File: src/dmc_pkg.sv
// Shared constants, field layouts and types of the audio converter mode control bank
package dmc_pkg;

   localparam int WORD_BITS = 16;
   localparam int DATA_BITS = 8;
   localparam int IDX_BITS  = 7;

   localparam logic [4:0] BIT_COUNT_INDEX = 5'h08;
   localparam logic [4:0] BIT_COUNT_WORD  = 5'h10;

   localparam int RW_BIT  = 15;
   localparam int IDX_MSB = 14;
   localparam int IDX_LSB = 8;

   localparam logic [6:0] IDX_LEFT_ATTEN  = 7'h10;
   localparam logic [6:0] IDX_RIGHT_ATTEN = 7'h11;
   localparam logic [6:0] IDX_FORMAT_EMPH = 7'h12;
   localparam logic [6:0] IDX_FILTER_OUT  = 7'h13;
   localparam logic [6:0] IDX_PATH_MODE   = 7'h14;
   localparam logic [6:0] IDX_ZERO_OUT    = 7'h15;
   localparam logic [6:0] IDX_ZERO_FLAG   = 7'h16;
   localparam logic [6:0] IDX_IDENTITY    = 7'h17;

   localparam int ATTEN_LOAD_BIT    = 7;
   localparam int FORMAT_LSB        = 4;
   localparam int EMPH_RATE_LSB     = 2;
   localparam int EMPH_EN_BIT       = 1;
   localparam int MUTE_BIT          = 0;

   localparam int PHASE_INV_BIT     = 7;
   localparam int RAMP_SPEED_LSB    = 5;
   localparam int OPERATION_BIT     = 4;
   localparam int ZERO_PIN_BIT      = 3;
   localparam int BYPASS_STEREO_BIT = 2;
   localparam int ROLLOFF_BIT       = 1;
   localparam int INF_ZERO_BIT      = 0;

   localparam int SYS_RESET_BIT     = 6;
   localparam int STREAM_MODE_BIT   = 5;
   localparam int BYPASS_EN_BIT     = 4;
   localparam int MONAURAL_BIT      = 3;
   localparam int CHANNEL_SEL_BIT   = 2;
   localparam int OVERSAMPLE_LSB    = 0;

   localparam int STREAM_ZERO_LSB   = 1;
   localparam int PCM_ZERO_BIT      = 0;

   localparam int RIGHT_ZERO_BIT    = 1;
   localparam int LEFT_ZERO_BIT     = 0;

   localparam logic [7:0] FORMAT_EMPH_MASK = 8'hFF;
   localparam logic [7:0] FILTER_OUT_MASK = 8'hFF;
   localparam logic [7:0] PATH_MODE_MASK  = 8'h7F;
   localparam logic [7:0] ZERO_OUT_MASK   = 8'h07;
   localparam logic [7:0] IDENTITY_MASK   = 8'h1F;

   localparam logic [7:0] ATTEN_RESET      = 8'hFF;
   localparam logic [7:0] FORMAT_EMPH_RESET = 8'h50;
   localparam logic [7:0] FILTER_OUT_RESET = 8'h00;
   localparam logic [7:0] PATH_MODE_RESET  = 8'h00;
   localparam logic [7:0] ZERO_OUT_RESET   = 8'h01;

   localparam logic [7:0] ATTEN_MUTE_MAX = 8'h0E;

   localparam logic [2:0] FORMAT_RJ16  = 3'h0;
   localparam logic [2:0] FORMAT_RJ20  = 3'h1;
   localparam logic [2:0] FORMAT_RJ24  = 3'h2;
   localparam logic [2:0] FORMAT_LJ24  = 3'h3;
   localparam logic [2:0] FORMAT_I2S16 = 3'h4;
   localparam logic [2:0] FORMAT_I2S24 = 3'h5;

   typedef enum logic [2:0]
   {
      ST_IDLE  = 3'b001,
      ST_SHIFT = 3'b010,
      ST_DONE  = 3'b100
   } dmc_state_t;

   typedef struct packed
   {
      logic [7:0] leftAttenLevel;
      logic [7:0] rightAttenLevel;
      logic       leftAttenMute;
      logic       rightAttenMute;
      logic [2:0] inputFormatSel;
      logic       formatReserved;
      logic [1:0] emphasisRateSel;
      logic       emphasisEnable;
      logic [1:0] firPerformanceSel;
      logic       softMute;
      logic       outputPhaseInvert;
      logic [1:0] attenRampSpeed;
      logic       converterOperationCtrl;
      logic       zeroPinFunctionSel;
      logic       bypassStereoSel;
      logic       rolloffSel;
      logic       infiniteZeroMuteEn;
      logic       systemResetCtrl;
      logic       oneBitStreamMode;
      logic       filterBypassEn;
      logic       monauralEn;
      logic       monoChannelSel;
      logic [1:0] oversampleRateSel;
      logic [1:0] firRateSel;
      logic       pcmZeroOutEn;
      logic [1:0] streamZeroOutEn;
      logic       pcmPath;
      logic       streamPath;
      logic       bypassPath;
   } dmc_ctrl_t;

endpackage

File: src/dmc_mode_ctrl.sv
// Mode control register bank behind the 4-wire serial control port
// Operation
// - Two 8-bit attenuations, default 0 dB
// - Load enable low: attenuation writes stored but not applied
// - Input format select, default 24-bit I2S
// - Format codes decoded, 110/111 reserved
// - Emphasis rate and enable, both default off
// - Stream mode: rate field selects FIR performance
// - Soft mute bit, PCM path only
// - Shared pin: stream input or zero flag
// - Bypass path monaural_en or stereo input select
// - Rolloff sharp or slow, PCM only
// - Infinite-zero mute enable, default off
// - System reset bit, default normal operation
// - One-bit stream mode enable, default off
// - Filter bypass enable, default internal filter
// - Monaural_en enable and channel select, all paths
// - Oversampling rate select, default 64 times
// - Stream mode: oversampling selects FIR rate
// - PCM zero output enable, default on
// - Two-bit stream zero output enable, default off
// - Read-only zero flags, writes ignored
// - Read-only 5-bit link identity field
// - 16-bit word: read bit, index, data
// - Write at 16th clock, read after 8th
module dmc_mode_ctrl
   import dmc_pkg::*;
(
   input  wire logic       clock,
   input  wire logic       arst_n,
   input  wire logic       modeSelect_n,
   input  wire logic       modeClock,
   input  wire logic       modeDataIn,
   output logic            modeDataOut,
   output logic            modeDataOutEn,
   input  wire logic       leftZeroFlag,
   input  wire logic       rightZeroFlag,
   input  wire logic [4:0] linkIdentity,
   output dmc_ctrl_t       ctrl
);

   // Pins are sampled at the core clock, so the control clock must stay well
   // below a third of it; faster host clocks lose edges.
   function automatic logic [1:0] gate2(input logic [1:0] value, input logic enable);
      gate2 = enable ? value : 2'h0;
   endfunction

   function automatic logic attenIsMute(input logic [7:0] level);
      attenIsMute = (level <= ATTEN_MUTE_MAX);
   endfunction

   logic [2:0]  pinSync;
   logic        clockPrev;
   dmc_state_t  state;
   dmc_state_t  next_state;
   logic [15:0] shiftIn;
   logic [4:0]  bitCount;
   logic        isRead;
   logic [7:0]  outShift;

   logic [7:0]  leftAtten;
   logic [7:0]  rightAtten;
   logic [7:0]  leftApplied;
   logic [7:0]  rightApplied;
   logic [7:0]  formatEmph;
   logic [7:0]  filterOut;
   logic [7:0]  pathMode;
   logic [7:0]  zeroOut;

   dmc_pin_sync
   #(
      .WIDTH       (3),
      .RESET_VALUE (3'h4)
   )
   uPinSync
   (
      .clock   (clock),
      .arst_n  (arst_n),
      .asyncIn ({modeSelect_n, modeClock, modeDataIn}),
      .syncOut (pinSync)
   );

   wire        selActive = ~pinSync[2];
   wire        clockRise = pinSync[1] & ~clockPrev;
   wire        clockFall = ~pinSync[1] & clockPrev;
   wire        takeBit   = selActive & clockRise & (state != ST_DONE);
   wire [4:0]  next_bitCount = bitCount + 5'h01;
   wire [15:0] next_shiftIn  = {shiftIn[14:0], pinSync[0]};
   wire        indexDone = takeBit & (next_bitCount == BIT_COUNT_INDEX);
   wire        wordDone  = takeBit & (next_bitCount == BIT_COUNT_WORD);

   // First eight bits: read flag then index
   wire        wordIsRead = next_shiftIn[7];
   wire [6:0]  readIndex  = next_shiftIn[6:0];
   wire [6:0]  writeIndex = next_shiftIn[IDX_MSB:IDX_LSB];
   wire [7:0]  writeData  = next_shiftIn[DATA_BITS-1:0];
   wire        writeCommit = wordDone & ~next_shiftIn[RW_BIT];

   wire        writeLeft      = writeCommit & (writeIndex == IDX_LEFT_ATTEN);
   wire        writeRight     = writeCommit & (writeIndex == IDX_RIGHT_ATTEN);
   wire        writeFormatEmph = writeCommit & (writeIndex == IDX_FORMAT_EMPH);
   wire        writeFilterOut = writeCommit & (writeIndex == IDX_FILTER_OUT);
   wire        writePathMode  = writeCommit & (writeIndex == IDX_PATH_MODE);
   wire        writeZeroOut   = writeCommit & (writeIndex == IDX_ZERO_OUT);

   wire        attenLoadEnable = formatEmph[ATTEN_LOAD_BIT];

   // Read mux; the zero flag and identity words are live, never stored
   logic [7:0] readData;
   always_comb
   begin
      readData = 8'h00;
      unique case (readIndex)
         IDX_LEFT_ATTEN  : readData = leftAtten;
         IDX_RIGHT_ATTEN : readData = rightAtten;
         IDX_FORMAT_EMPH : readData = formatEmph;
         IDX_FILTER_OUT  : readData = filterOut;
         IDX_PATH_MODE   : readData = pathMode;
         IDX_ZERO_OUT    : readData = zeroOut;
         IDX_ZERO_FLAG   : readData = {6'h00, rightZeroFlag, leftZeroFlag};
         IDX_IDENTITY    : readData = {3'h0, linkIdentity} & IDENTITY_MASK;
         default         : readData = 8'h00;
      endcase
   end

   always_comb
   begin
      next_state = state;
      unique case (state)
         ST_IDLE  : if (selActive) next_state = ST_SHIFT;
         ST_SHIFT : if (wordDone) next_state = ST_DONE;
         ST_DONE  : next_state = ST_DONE;
         default  : next_state = ST_IDLE;
      endcase
      // Select going high always aborts, so a short word never writes
      if (!selActive)
      begin
         next_state = ST_IDLE;
      end
   end

   always_ff @(posedge clock or negedge arst_n)
   begin
      if (!arst_n)
      begin
         state     <= ST_IDLE;
         clockPrev <= 1'b0;
      end
      else
      begin
         state     <= next_state;
         clockPrev <= pinSync[1];
      end
   end

   always_ff @(posedge clock or negedge arst_n)
   begin
      if (!arst_n)
      begin
         shiftIn  <= 16'h0000;
         bitCount <= 5'h00;
      end
      else if (!selActive)
      begin
         bitCount <= 5'h00;
      end
      else if (takeBit)
      begin
         shiftIn  <= next_shiftIn;
         bitCount <= next_bitCount;
      end
   end

   // Read data leaves MSB first, changing on falling control clock edges
   always_ff @(posedge clock or negedge arst_n)
   begin
      if (!arst_n)
      begin
         isRead   <= 1'b0;
         outShift <= 8'h00;
      end
      else if (!selActive)
      begin
         isRead <= 1'b0;
      end
      else if (indexDone)
      begin
         isRead   <= wordIsRead;
         outShift <= readData;
      end
      else if (clockFall && isRead && bitCount >= BIT_COUNT_INDEX && bitCount < BIT_COUNT_WORD)
      begin
         outShift <= {outShift[6:0], 1'b0};
      end
   end

   always_ff @(posedge clock or negedge arst_n)
   begin
      if (!arst_n)
      begin
         modeDataOut   <= 1'b0;
         modeDataOutEn <= 1'b0;
      end
      else if (!selActive)
      begin
         modeDataOut   <= 1'b0;
         modeDataOutEn <= 1'b0;
      end
      else if (clockFall && isRead && bitCount >= BIT_COUNT_INDEX && bitCount < BIT_COUNT_WORD)
      begin
         modeDataOut   <= outShift[7];
         modeDataOutEn <= 1'b1;
      end
   end

   always_ff @(posedge clock or negedge arst_n)
   begin
      if (!arst_n)
      begin
         leftAtten  <= ATTEN_RESET;
         rightAtten <= ATTEN_RESET;
      end
      else
      begin
         if (writeLeft)
         begin
            leftAtten <= writeData;
         end
         if (writeRight)
         begin
            rightAtten <= writeData;
         end
      end
   end

   // Applied levels follow a write only while loading is enabled
   always_ff @(posedge clock or negedge arst_n)
   begin
      if (!arst_n)
      begin
         leftApplied  <= ATTEN_RESET;
         rightApplied <= ATTEN_RESET;
      end
      else
      begin
         if (writeLeft && attenLoadEnable)
         begin
            leftApplied <= writeData;
         end
         if (writeRight && attenLoadEnable)
         begin
            rightApplied <= writeData;
         end
      end
   end

   always_ff @(posedge clock or negedge arst_n)
   begin
      if (!arst_n)
      begin
         formatEmph <= FORMAT_EMPH_RESET;
         filterOut <= FILTER_OUT_RESET;
         pathMode  <= PATH_MODE_RESET;
         zeroOut   <= ZERO_OUT_RESET;
      end
      else
      begin
         if (writeFormatEmph)
         begin
            formatEmph <= writeData & FORMAT_EMPH_MASK;
         end
         if (writeFilterOut)
         begin
            filterOut <= writeData & FILTER_OUT_MASK;
         end
         if (writePathMode)
         begin
            pathMode <= writeData & PATH_MODE_MASK;
         end
         if (writeZeroOut)
         begin
            zeroOut <= writeData & ZERO_OUT_MASK;
         end
      end
   end

   // Stream mode takes priority over filter bypass when both are set
   wire       streamPath = pathMode[STREAM_MODE_BIT];
   wire       bypassPath = ~streamPath & pathMode[BYPASS_EN_BIT];
   wire       pcmPath    = ~streamPath & ~pathMode[BYPASS_EN_BIT];
   wire       pcmOrBypass = pcmPath | bypassPath;

   wire [2:0] formatField     = formatEmph[FORMAT_LSB +: 3];
   wire [1:0] emphField       = formatEmph[EMPH_RATE_LSB +: 2];
   wire [1:0] oversampleField = pathMode[OVERSAMPLE_LSB +: 2];
   wire       formatBad       = (formatField > FORMAT_I2S24);

   // Reserved format codes fall back to the default so the port stays defined
   wire [2:0] formatApplied = formatBad ? FORMAT_I2S24 : formatField;

   wire [7:0] leftOut  = pcmPath ? leftApplied : ATTEN_RESET;
   wire [7:0] rightOut = pcmPath ? rightApplied : ATTEN_RESET;

   always_comb
   begin
      ctrl                        = '0;
      ctrl.leftAttenLevel         = leftOut;
      ctrl.rightAttenLevel        = rightOut;
      ctrl.leftAttenMute          = attenIsMute(leftOut);
      ctrl.rightAttenMute         = attenIsMute(rightOut);
      ctrl.inputFormatSel         = pcmOrBypass ? formatApplied : FORMAT_I2S24;
      ctrl.formatReserved         = formatBad;
      ctrl.emphasisRateSel        = gate2(emphField, pcmPath);
      ctrl.emphasisEnable         = formatEmph[EMPH_EN_BIT] & pcmPath;
      ctrl.firPerformanceSel      = gate2(emphField, streamPath);
      ctrl.softMute               = formatEmph[MUTE_BIT] & pcmPath;
      ctrl.outputPhaseInvert      = filterOut[PHASE_INV_BIT];
      ctrl.attenRampSpeed         = gate2(filterOut[RAMP_SPEED_LSB +: 2], pcmPath);
      ctrl.converterOperationCtrl = filterOut[OPERATION_BIT];
      ctrl.zeroPinFunctionSel     = filterOut[ZERO_PIN_BIT] & pcmOrBypass;
      ctrl.bypassStereoSel        = filterOut[BYPASS_STEREO_BIT] & bypassPath;
      ctrl.rolloffSel             = filterOut[ROLLOFF_BIT] & pcmPath;
      ctrl.infiniteZeroMuteEn     = filterOut[INF_ZERO_BIT] & pcmOrBypass;
      ctrl.systemResetCtrl        = pathMode[SYS_RESET_BIT];
      ctrl.oneBitStreamMode       = streamPath;
      ctrl.filterBypassEn         = pathMode[BYPASS_EN_BIT];
      ctrl.monauralEn             = pathMode[MONAURAL_BIT];
      ctrl.monoChannelSel         = pathMode[CHANNEL_SEL_BIT];
      ctrl.oversampleRateSel      = gate2(oversampleField, ~streamPath);
      ctrl.firRateSel             = gate2(oversampleField, streamPath);
      ctrl.pcmZeroOutEn           = zeroOut[PCM_ZERO_BIT] & pcmOrBypass;
      ctrl.streamZeroOutEn        = gate2(zeroOut[STREAM_ZERO_LSB +: 2], streamPath);
      ctrl.pcmPath                = pcmPath;
      ctrl.streamPath             = streamPath;
      ctrl.bypassPath             = bypassPath;
   end

endmodule

File: src/dmc_pin_sync.sv
// Two-stage synchroniser for the serial control port pins
module dmc_pin_sync
#(
   parameter int         WIDTH       = 3,
   parameter logic [2:0] RESET_VALUE = 3'h0
)
(
   input  wire logic             clock,
   input  wire logic             arst_n,
   input  wire logic [WIDTH-1:0] asyncIn,
   output logic      [WIDTH-1:0] syncOut
);

   logic [WIDTH-1:0] stage1;

   always_ff @(posedge clock or negedge arst_n)
   begin
      if (!arst_n)
      begin
         stage1  <= RESET_VALUE[WIDTH-1:0];
         syncOut <= RESET_VALUE[WIDTH-1:0];
      end
      else
      begin
         stage1  <= asyncIn;
         syncOut <= stage1;
      end
   end

endmodule

File: config.mk
export PLATFORM = sky130hd
export DESIGN_NAME = dmc_mode_ctrl
export DESIGN_NICKNAME = d
export VERILOG_FILES = /design/src/dmc_pkg.sv /design/src/dmc_mode_ctrl.sv /design/src/dmc_pin_sync.sv
export SDC_FILE = /design/constraint.sdc
export NUM_CORES = 1
export LEC_CHECK = 0
export BUFFER_PORTS_ARGS = -buffer_cell sky130_fd_sc_hd__buf_2
export CORE_ASPECT_RATIO = 0.6
export CORE_MARGIN = 2
export CORE_UTILIZATION = 47
export DETAILED_ROUTE_END_ITERATION = 16
export PLACE_DENSITY = 0.67
export SETUP_SLACK_MARGIN = 0.15
export SKIP_CTS_REPAIR_TIMING = 1
export SLEW_MARGIN = 20
export SYNTH_ARGS = -nofsm -noshare
export SYNTH_HDL_FRONTEND = slang
export SYNTH_SLANG_ARGS = --single-unit
File: constraint.sdc
create_clock -name clock -period 3.8 [get_ports clock]
set_input_delay 0.76 -clock clock [delete_from_list [all_inputs] [get_ports clock]]
set_output_delay 0.76 -clock clock [all_outputs]
set_load 0.01 [all_outputs]
==> results.py <==
metrics = {
    "global_routing": {
        "grtUsageMet2_pct": 26.8,
        "grt_pass1_wl_mm": 17.6,
        "track_usage_pct": 20.2,
        "grt_pass1_vias": 3172,
        "grt_overflow_total": 0,
        "gr-usage-met3_pct": 5.04,
        "busiest_layer": "met1",
        "antenna_found_initial": 0,
        "grt_max_degree": 70,
        "use_met1_pct": 32.6,
    },
    "drt": {
        "viasPerCell": 5.60,
        "dr.first_iter.drc_count": 349,
        "routed_wl_mm": 10.9,
        "wl_per_cell_um": 18.5,
        "dr_total_vias": 3294,
        "route.detailed.drc": 0,
        "ant_nets": 0,
        "firstDrtPassIters": 4,
    },
    "cts": {
        "clkSlewWorstSetupHoldPaths_ns": 0.06,
        "clk_latency_ns": 0.34,
        "numClockSinks": 99,
        "cts_tree": "built",
        "cts_buffer_depth": 2,
        "cts_made_buffers": 9,
        "htree_levels": 3,
        "root_buffer": "clkbuf_16",
    },
    "logic_synthesis": {
        "synth_area_leaders": "dfrtp_1 30%, dfstp_2 20%, mux2_2 14%",
        "yosys.cell_count.top_type": "mux2_2",
        "yosys_warnings": 0,
        "synthTopCellsByCount": "62 x mux2_2, 61 x dfrtp_1, 38 x dfstp_2, 20 x or3_1, 19 x clkbuf_1",
        "ys_async_sr_fraction_pct": 100,
        "syn_nets": 419,
        "synth_edf_count": 0,
        "synth_top_cell_area_share_pct": 30.4,
        "synth_seq_cells": 99,
        "netlist_area_um2": 5020,
        "avgSynthCellArea_um2": 12.4,
        "ys_seq_area_share_pct": 50.3,
        "syn_inst": 405,
        "yosys.area.top_type": "dfrtp_1",
        "ys.flop_type": "dfrtp_1",
        "synth.distinct_cells": 54,
    },
    "finish": {
        "nFillCells": 905,
        "fin_util_pct": 53.6,
        "fin_nets": 458,
        "fin_cells": 588,
        "design_area_um2": 5620,
        "drive_gt1_share_pct": 47.2,
        "multiInputGateArea_um2": 2230,
        "n_antenna_cell": 0,
        "final-seq-area_um2": 2520,
        "syn2layout_area_growth_pct": 12.0,
    },
    "sta": {
        "min_period_ns": 2.87,
        "slew_headroom_pct": 41.0,
        "finalMaxSlewViolations": 0,
        "hold_viol_final": 0,
        "hold_slack_ns": 0.349,
        "clock_skew_ns": 0.00588,
        "finalSetupViolCount": 0,
        "rsz0062_at_grt": "false",
        "post-route-period-util_pct": 75.5,
        "worst_pin_slew_ns": 0.881,
        "worst_slack_ns": 0.929,
        "fin_tns_setup_ns": 0,
        "fmax_ghz": 0.348,
    },
    "hold_path": {
        "min-delay-start": "uPinSync.stage1[1]$_DFF_PN0_",
        "hold_class": "register to register",
        "hold_depth": 0,
        "whs_endpoint": "uPinSync.syncOut[1]$_DFF_PN0_",
    },
    "placed_design": {
        "place_area_um2": 5330,
        "hpwlAfterDp_mm": 7.43,
        "place_inst": 572,
        "preCtsSetupSlack_ns": 1.11,
        "place.gp.congestion": 0.806,
        "portBuffers": 64,
    },
    "setup_path": {
        "r2r_setup_slack_ns": 1.05,
        "rr_startpoint": "bitCount[0]$_DFFE_PN0P_",
        "timing.rr.end": "leftApplied[1]$_DFFE_PN1P_",
        "end_kind": "output pin",
        "critPathArrivalTime_ns": 2.11,
        "crit_fanout": 21,
        "critPathRequiredTime_ns": 3.04,
        "r2r_cells": 6,
        "cp-start-kind": "register",
        "crit_type": "register to output pin",
    },
    "floorplanning": {
        "start_util_pct": 47.9,
        "chipHeight_um": 84.0,
        "ios": 65,
        "core_um2": 10500,
        "die_w_um": 137,
        "die_area_um2": 11500,
        "rows": 29,
    },
    "power": {
        "vdd_drop_max_uv": 245,
        "p_leak_nw": 2.73,
        "power.density_nw_per_um2": 418,
        "power_mw": 2.35,
    },
    "run_status": {
        "status": "finished, final reports clean",
    },
    "flow_run": {
        "drv_cap": 0,
    },
}
cell usage in the layout (no fill, tap or decap), types with 4 or more instances in the layout:
master and instances:
a211oi_1 4, a21oi_1 9, and2_1 16, buf_2 63
buf_4 8, clkbuf_16 9, dfrtp_1 61, dfstp_2 38
inv_1 8, mux2_2 62, mux2_4 16, mux2i_1 7
mux4_2 6, nand2_1 7, nand2b_1 4, nand3_1 5
nand3b_1 4, nor2_1 17, nor2b_1 9, nor3_1 4
o211ai_1 4, o21a_1 6, o21ai_0 7, o32a_1 6
or3_1 20
area by class of cell:
cell class,instances,share of cell area (%)
clock buffer,13,4.45
clock inverter,3,0.712
inverter,8,0.534
multi-input combinational,255,39.6
sequential,99,44.9
tap,139,3.09
timing repair buffer,71,6.68
report_power, final:
part / switching (mW) / total (mW) / internal (mW)
Sequential: 0.138 / 1.24 / 1.10
Combinational: 0.117 / 0.215 / 0.0985
Clock: 0.363 / 0.890 / 0.527
cells by family (layout without fill, tap and decap cells):
logic type               after synthesis  count (layout)  synth area share [%]
AO/OA/AOI/OAI                         52              52                  7.78
XOR/XNOR                               4               4                 0.698
multiplexers                          91              91                  22.8
AND/OR/NAND/NOR                      106             106                  12.6
flip-flops                            99              99                  50.3
adder cells (fa/ha/maj)                2               2                 0.499
buffers and inverters                 51              95                  5.29
layer usage:
layer | share of wire [%] | up-vias
met5 | 0 | -
met4 | 0.79 | 0
met3 | 6.4 | 10
met2 | 43 | 95
met1 | 50 | 1659
li1 | - | 1530
sequential cells by signal, summed over array words and instances, names as in the netlist, 5 cells and up:
name	flops
shiftIn	15
outShift	8
leftApplied	8
leftAtten	8
pathMode	7
bitCount	5
filterOut	8
rightAtten	8
rightApplied	8
formatEmph	8
worst max-delay path by stage:
stage                                        from                           to  slack (ns)  depth (start not counted)
final                     pathMode[4]$_DFFE_PN0P_                     ctrl[34]        0.93                          4
after global routing      pathMode[4]$_DFFE_PN0P_                     ctrl[33]        0.81                          4
after CTS                 pathMode[4]$_DFFE_PN0P_                     ctrl[33]        0.92                          4
after detailed placement  bitCount[0]$_DFFE_PN0P_  rightApplied[1]$_DFFE_PN1P_        1.11                          6
after global placement    bitCount[0]$_DFFE_PN0P_  rightApplied[7]$_DFFE_PN1P_        1.16                          6
after floorplan           pathMode[4]$_DFFE_PN0P_                     ctrl[33]        1.41                          4
worst max-delay path: stages, from the launching register on:
cell and delay, ns:
dfrtp_1 0.57, or3_1 0.46, or4_1 0.42, a41oi_1 0.17, buf_2 0.16
(Power assumes the default switching activity.)
